$ cat config.mk
export PLATFORM = sky130hd
export DESIGN_NAME = tmif_timer_irq
export DESIGN_NICKNAME = d
export VERILOG_FILES = /design/src/include/tmif_pkg.sv /design/src/rtl/tmif_timer_irq.sv
export SDC_FILE = /design/constraint.sdc
export NUM_CORES = 1
export LEC_CHECK = 0
export ABC_AREA = 1
export BUFFER_PORTS_ARGS = -buffer_cell sky130_fd_sc_hd__buf_2
export CAP_MARGIN = 5
export CORE_UTILIZATION = 44
export DETAILED_ROUTE_END_ITERATION = 10
export HOLD_SLACK_MARGIN = 0.06
export PLACE_DENSITY = 0.92
export RECOVER_POWER = 50
export SYNTH_ARGS = -nofsm -noshare
export SYNTH_HDL_FRONTEND = slang
export SYNTH_SLANG_ARGS = --single-unit
export TNS_END_PERCENT = 10
$ cat constraint.sdc
create_clock -name pclk -period 1.62 [get_ports pclk]
set_input_delay 0.081 -clock pclk [delete_from_list [all_inputs] [get_ports pclk]]
set_output_delay 0.081 -clock pclk [all_outputs]
set_load 0.05 [all_outputs]
$ cat src/include/tmif_pkg.sv
// tmif_pkg: constants and types for the timer interrupt mask and flag block
// assumes a 32-bit apb master and timer units that supply per-instance events
package tmif_pkg;

	// register word indices; byte address is four times the index
	localparam logic [9:0] TMIF_IDX_T1_MASK  = 10'h06f;
	localparam logic [9:0] TMIF_IDX_T3_MASK  = 10'h071;
	localparam logic [9:0] TMIF_IDX_T1_FLAGS = 10'h040;
	localparam logic [9:0] TMIF_IDX_T3_FLAGS = 10'h041;

	// bit positions shared by mask and flag registers
	localparam int TMIF_BIT_CAPTURE  = 5;
	localparam int TMIF_BIT_CMP_B    = 2;
	localparam int TMIF_BIT_CMP_A    = 1;
	localparam int TMIF_BIT_OVERFLOW = 0;

	// source order in the four-bit vector and request groups
	localparam int TMIF_SRC_OVERFLOW = 0;
	localparam int TMIF_SRC_CMP_A    = 1;
	localparam int TMIF_SRC_CMP_B    = 2;
	localparam int TMIF_SRC_CAPTURE  = 3;

	localparam logic [7:0] TMIF_IMPL_BITS  = 8'h27;
	localparam logic [7:0] TMIF_RESET_MASK = 8'h00;
	localparam logic [7:0] TMIF_RESET_FLAG = 8'h00;

	// waveform modes in which overflow is the plain counter wrap
	localparam logic [3:0] TMIF_WGM_NORMAL   = 4'h0;
	localparam logic [3:0] TMIF_WGM_CTC_CMPA = 4'h4;
	localparam logic [3:0] TMIF_WGM_CTC_CAPT = 4'hc;

	// one-hot register select
	localparam int TMIF_SEL_T1_MASK  = 0;
	localparam int TMIF_SEL_T3_MASK  = 1;
	localparam int TMIF_SEL_T1_FLAGS = 2;
	localparam int TMIF_SEL_T3_FLAGS = 3;

	typedef struct packed {
		logic       capture;
		logic       capture_top_mode;
		logic       at_top;
		logic       match_a;
		logic       match_b;
		logic       force_a;
		logic       force_b;
		logic       tick;
		logic       overflow;
		logic       mode_overflow;
		logic [3:0] waveform_mode_field;
	} tmif_event_type;

	typedef struct packed {
		logic [1:0][7:0] mask;
		logic [1:0][7:0] flags;
		logic [1:0]      pend_a;
		logic [1:0]      pend_b;
		logic [1:0][3:0] irq;
		logic [31:0]     prdata;
		logic            pready;
		logic            pslverr;
	} tmif_state_type;

endpackage

$ cat src/rtl/tmif_timer_irq.sv
// tmif_timer_irq: mask and flag registers for timer instances 1 and 3
// assumes apb on pclk and timer event inputs synchronous to pclk
`timescale 1ns/100ps
`default_nettype none

module tmif_timer_irq
	import tmif_pkg::*;
(
	input  wire logic                 pclk,
	input  wire logic                 presetn,
	input  wire logic                 psel,
	input  wire logic                 penable,
	input  wire logic                 pwrite,
	input  wire logic [11:0]          paddr,
	input  wire logic [31:0]          pwdata,
	output logic      [31:0]          prdata,
	output logic                      pready,
	output logic                      pslverr,
	input  wire logic                 global_irq_en,
	input  wire tmif_event_type [1:0] timer_events,
	input  wire logic [1:0][3:0]      vector_taken,
	output logic      [1:0][3:0]      irq_request
);

	tmif_state_type  state_reg;
	tmif_state_type  state_next;
	logic [3:0]      sel;
	logic            wr_en;
	logic [1:0][7:0] flag_set;
	logic [1:0][7:0] flag_clr;

	function automatic logic [3:0] decode(input logic [11:0] addr);
		logic [9:0] idx;
		idx = addr[11:2];
		decode = 4'h0;
		if (idx == TMIF_IDX_T1_MASK) begin
			decode[TMIF_SEL_T1_MASK] = 1'b1;
		end else if (idx == TMIF_IDX_T3_MASK) begin
			decode[TMIF_SEL_T3_MASK] = 1'b1;
		end else if (idx == TMIF_IDX_T1_FLAGS) begin
			decode[TMIF_SEL_T1_FLAGS] = 1'b1;
		end else if (idx == TMIF_IDX_T3_FLAGS) begin
			decode[TMIF_SEL_T3_FLAGS] = 1'b1;
		end
	endfunction

	function automatic logic [7:0] expand(input logic [3:0] src);
		expand = 8'h00;
		expand[TMIF_BIT_CAPTURE]  = src[TMIF_SRC_CAPTURE];
		expand[TMIF_BIT_CMP_B]    = src[TMIF_SRC_CMP_B];
		expand[TMIF_BIT_CMP_A]    = src[TMIF_SRC_CMP_A];
		expand[TMIF_BIT_OVERFLOW] = src[TMIF_SRC_OVERFLOW];
	endfunction

	function automatic logic [3:0] compress(input logic [7:0] bits);
		compress = 4'h0;
		compress[TMIF_SRC_CAPTURE]  = bits[TMIF_BIT_CAPTURE];
		compress[TMIF_SRC_CMP_B]    = bits[TMIF_BIT_CMP_B];
		compress[TMIF_SRC_CMP_A]    = bits[TMIF_BIT_CMP_A];
		compress[TMIF_SRC_OVERFLOW] = bits[TMIF_BIT_OVERFLOW];
	endfunction

	function automatic logic wrap_mode(input logic [3:0] wgm);
		wrap_mode = (wgm == TMIF_WGM_NORMAL) || (wgm == TMIF_WGM_CTC_CMPA)
			|| (wgm == TMIF_WGM_CTC_CAPT);
	endfunction

	assign sel   = decode(paddr);
	// one wait-free access cycle: pready rises in the cycle after setup
	assign wr_en = psel && penable && pwrite && state_reg.pready;

	always_comb begin
		state_next = state_reg;
		flag_set   = '0;
		flag_clr   = '0;
		state_next.pready = psel && !penable;
		if (psel && !penable) begin
			state_next.prdata  = 32'h0000_0000;
			state_next.pslverr = 1'b0;
			if (sel[TMIF_SEL_T1_MASK]) begin
				state_next.prdata[7:0] = state_reg.mask[0];
			end else if (sel[TMIF_SEL_T3_MASK]) begin
				state_next.prdata[7:0] = state_reg.mask[1];
			end else if (sel[TMIF_SEL_T1_FLAGS]) begin
				state_next.prdata[7:0] = state_reg.flags[0];
			end else if (sel[TMIF_SEL_T3_FLAGS]) begin
				state_next.prdata[7:0] = state_reg.flags[1];
			end else begin
				state_next.pslverr = 1'b1;
			end
		end
		for (int i = 0; i < 2; i++) begin
			// instance 1 in slot 0, instance 3 in slot 1
			if (wr_en && sel[TMIF_SEL_T1_MASK + i]) begin
				state_next.mask[i] = pwdata[7:0] & TMIF_IMPL_BITS;
			end
			if (wr_en && sel[TMIF_SEL_T1_FLAGS + i]) begin
				flag_clr[i] = pwdata[7:0];
			end
			flag_clr[i] = flag_clr[i] | expand(vector_taken[i]);
			if (timer_events[i].capture_top_mode) begin
				// capture pin is disconnected while it defines top
				flag_set[i][TMIF_BIT_CAPTURE] = timer_events[i].at_top;
			end else begin
				flag_set[i][TMIF_BIT_CAPTURE] = timer_events[i].capture;
			end
			// match is held for one timer tick before the flag rises
			if (timer_events[i].tick) begin
				state_next.pend_a[i] = timer_events[i].match_a
					&& !timer_events[i].force_a;
				state_next.pend_b[i] = timer_events[i].match_b
					&& !timer_events[i].force_b;
				flag_set[i][TMIF_BIT_CMP_A] = state_reg.pend_a[i];
				flag_set[i][TMIF_BIT_CMP_B] = state_reg.pend_b[i];
			end
			if (wrap_mode(timer_events[i].waveform_mode_field)) begin
				flag_set[i][TMIF_BIT_OVERFLOW] = timer_events[i].overflow;
			end else begin
				flag_set[i][TMIF_BIT_OVERFLOW] = timer_events[i].mode_overflow;
			end
			state_next.flags[i] = ((state_reg.flags[i] & ~flag_clr[i])
				| flag_set[i]) & TMIF_IMPL_BITS;
			// built from next values so the request has no extra lag
			state_next.irq[i] = global_irq_en
				? compress(state_next.flags[i] & state_next.mask[i])
				: 4'h0;
		end
	end

	always_ff @(posedge pclk or negedge presetn) begin
		if (!presetn) begin
			state_reg        <= '0;
			state_reg.mask   <= {TMIF_RESET_MASK, TMIF_RESET_MASK};
			state_reg.flags  <= {TMIF_RESET_FLAG, TMIF_RESET_FLAG};
		end else begin
			state_reg <= state_next;
		end
	end

	assign prdata      = state_reg.prdata;
	assign pready      = state_reg.pready;
	assign pslverr     = state_reg.pslverr;
	assign irq_request = state_reg.irq;
endmodule // tmif_timer_irq

`default_nettype wire

==> metrics.csv <==
stage;metric;value;unit
run_status;outcome;completed;
placement;gp_congestion;0.850;
logic_synthesis;syn_area_per_cell;7.45;um^2
flow_run;drv_cap;0;
placement;hpwl;3410;um
final_layout;syn_to_final_growth;19.7;%
floorplan;io_pins;128;
final_layout;regArea;851;um^2
sta;finalSetupViolCount;0;
detailed_routing;dr.pass1.iters;4;
cts;cts_tree;built;
sta;maxSlewHeadroom;44.0;%
cts;ctsResizeCount;0;
grt;grt_pass1_wl;7460;um
logic_synthesis;synth-seq-area-share;39.8;%
sta;fin_worst_skew;3.14;ps
worst_setup_path;arrival;1690;ps
floorplan;die_area;5140;um^2
sta;min_period_over_period;90.1;%
detailed_routing;num_vias;1915;
cts;cts_made_buffers;5;
min_path;hold_path.class;in -> reg;
cts;clock_latency;280;ps
cts;clkTransAtPathRegs;70;ps
logic_synthesis;ys_ff_latch;34;
grt;grt_use_total;19.0;%
final_layout;largest_reg_flops;20;
sta;drv_slew;0;
final_layout;nets;450;
sta;period_needed;1460;ps
logic_synthesis;ys_types;26;
floorplan;initial_core_util;47.4;%
power_and_ir_drop;power_leakage;1.44;nW
grt;overflow;0;
logic_synthesis;netlist_instances;287;
logic_synthesis;yosysWarnings;0;
floorplan;core-area;4500;um^2
power_and_ir_drop;power.density;814;nW/um^2
sta;hold_violations;0;
cts;cts.sinks;34;
worst_setup_path;crit_type;in -> reg;
grt;grt_start_max_net_pins;35;
power_and_ir_drop;peakVddDrop;0.478;mV
final_layout;nFillCells;453;
sta;worst_pin_slew;840;ps
sta;max_clock_freq;0.685;GHz
detailed_routing;wirelength;4570;um
placement;placed_cell_area;2340;um^2
grt;antenna_found_initial;0;
detailed_routing;drc;0;
worst_setup_path;cp_max_fo;6;
final_layout;antenna_cells;0;
final_layout;final_area;2560;um^2
final_layout;final_common_cell;nand2_1;
cts;h-tree-depth;2;
worst_setup_path;cp-start-kind;input pin;
grt;grt_pass1_vias;1817;
worst_setup_path;cp.required;1850;ps
floorplan;placementRows;24;
sta;rsz0062_at_grt;false;
final_layout;multiInputGateArea;887;um^2
floorplan;die_w;71.7;um
detailed_routing;post_drt_wl_per_cell;11.0;um
final_layout;final_cell_mix;nand2_1, buf_2, inv_1, dfrtp_1;
worst_setup_path;endpoint_kind;register;
detailed_routing;drt-initial-drc-count;110;
logic_synthesis;syn-cell-area;2140;um^2
placement;io_buffers;69;
sta;final.setup.tns;0;ps
floorplan;die_height;71.7;um
cts;cts.path.max_buffers;2;
final_layout;drive_above_1_share;21.1;%
detailed_routing;via_per_inst;4.59;
cts;cts-root-buf;clkbuf_8;
detailed_routing;antenna_left;0;
-- final timing paths --
check	end	slack, ps	depth (start not counted)	from
setup / recovery	prdata[1]	160	7	penable
hold / removal	state_reg[55]	60	4	vector_taken[5]
setup reg to reg	irq_request[4]	320	6	pready
hold reg to reg	prdata[2]	500	2	prdata[2]
max in group asynchronous	state_reg[42]	660	2	presetn
min in group asynchronous	irq_request[1]	420	2	presetn
-- final cells by class --
type / count / share of cell area, %
clock buffers: 7 / 3.37
repair buffers: 85 / 18.9
inverters: 47 / 7.09
clock inverters: 1 / 0.196
multi-input cells: 191 / 34.7
flip-flops and latches: 34 / 33.3
well taps: 52 / 2.54
-- report_power, final --
part	switching, mW	internal (mW)
sequential	0.0258	0.903
combinational	0.381	0.135
clock	0.297	0.343
-- layer usage --
layer | part of all wire [%] | routed length, um | up-vias | global-route usage, %
met1 | 40 | 1820 | 856 | 23.5
met2 | 50 | 2290 | 74 | 31.9
met5 | 0 | 0 | - | 0
met3 | 8.2 | 374 | 10 | 4.36
met4 | 1.8 | 84 | 0 | 8.06
li1 | - | - | 975 | -
-- cells in the mapped netlist, drive strengths merged --
cell | count | area share, %
a21oi | 8 | 1.9
and2 | 8 | 2.5
buf | 42 | 15
conb | 1 | 0.18
dfrtp | 34 | 40
inv | 47 | 8.5
mux2 | 1 | 0.53
mux2i | 1 | 0.47
nand2 | 67 | 13
nand3 | 21 | 4.9
nand3b | 1 | 0.35
nand4 | 10 | 2.9
nor2 | 32 | 6.8
nor3 | 1 | 0.23
o211ai | 1 | 0.35
o21ai | 8 | 1.9
o22ai | 4 | 1.2
-- critical path, cell delays in order --
cell	delay (ps)
dlygate4sd3_1	530
buf_2	130
nor2_1	310
o21ai_1	290
a21oi_1	210
nand2_1	80
nand2_1	60
-- cell families (layout without fill, tap and decap cells) --
family,Yosys count,count (layout),synth area share [%]
simple gates,140,140,30.3
buf+inv,89,140,23.4
flops,34,34,39.8
compound gates,21,21,5.27
mux,2,2,0.995
other cells,1,28,0.175
-- repair_timing --
action / CTS / global route
hold buffers: 14 / 0
setup buffers: 0 / 0
endpoints found under the hold margin: 41 / 0
-- metrics by stage --
stage,util (%),setup WS (ps),hold slack [ps],std cells,power [mW]
after CTS,57.2,184,60.3,417,2.11
after floorplan,-,105,-215,314,1.38
after global routing,56.8,78.1,63.5,417,2.18
after global placement,52.1,254,180,395,1.43
after detailed placement,52.1,239,193,395,1.44
final,56.8,160,64.6,417,2.08
Power figures use the tool's default switching activity.
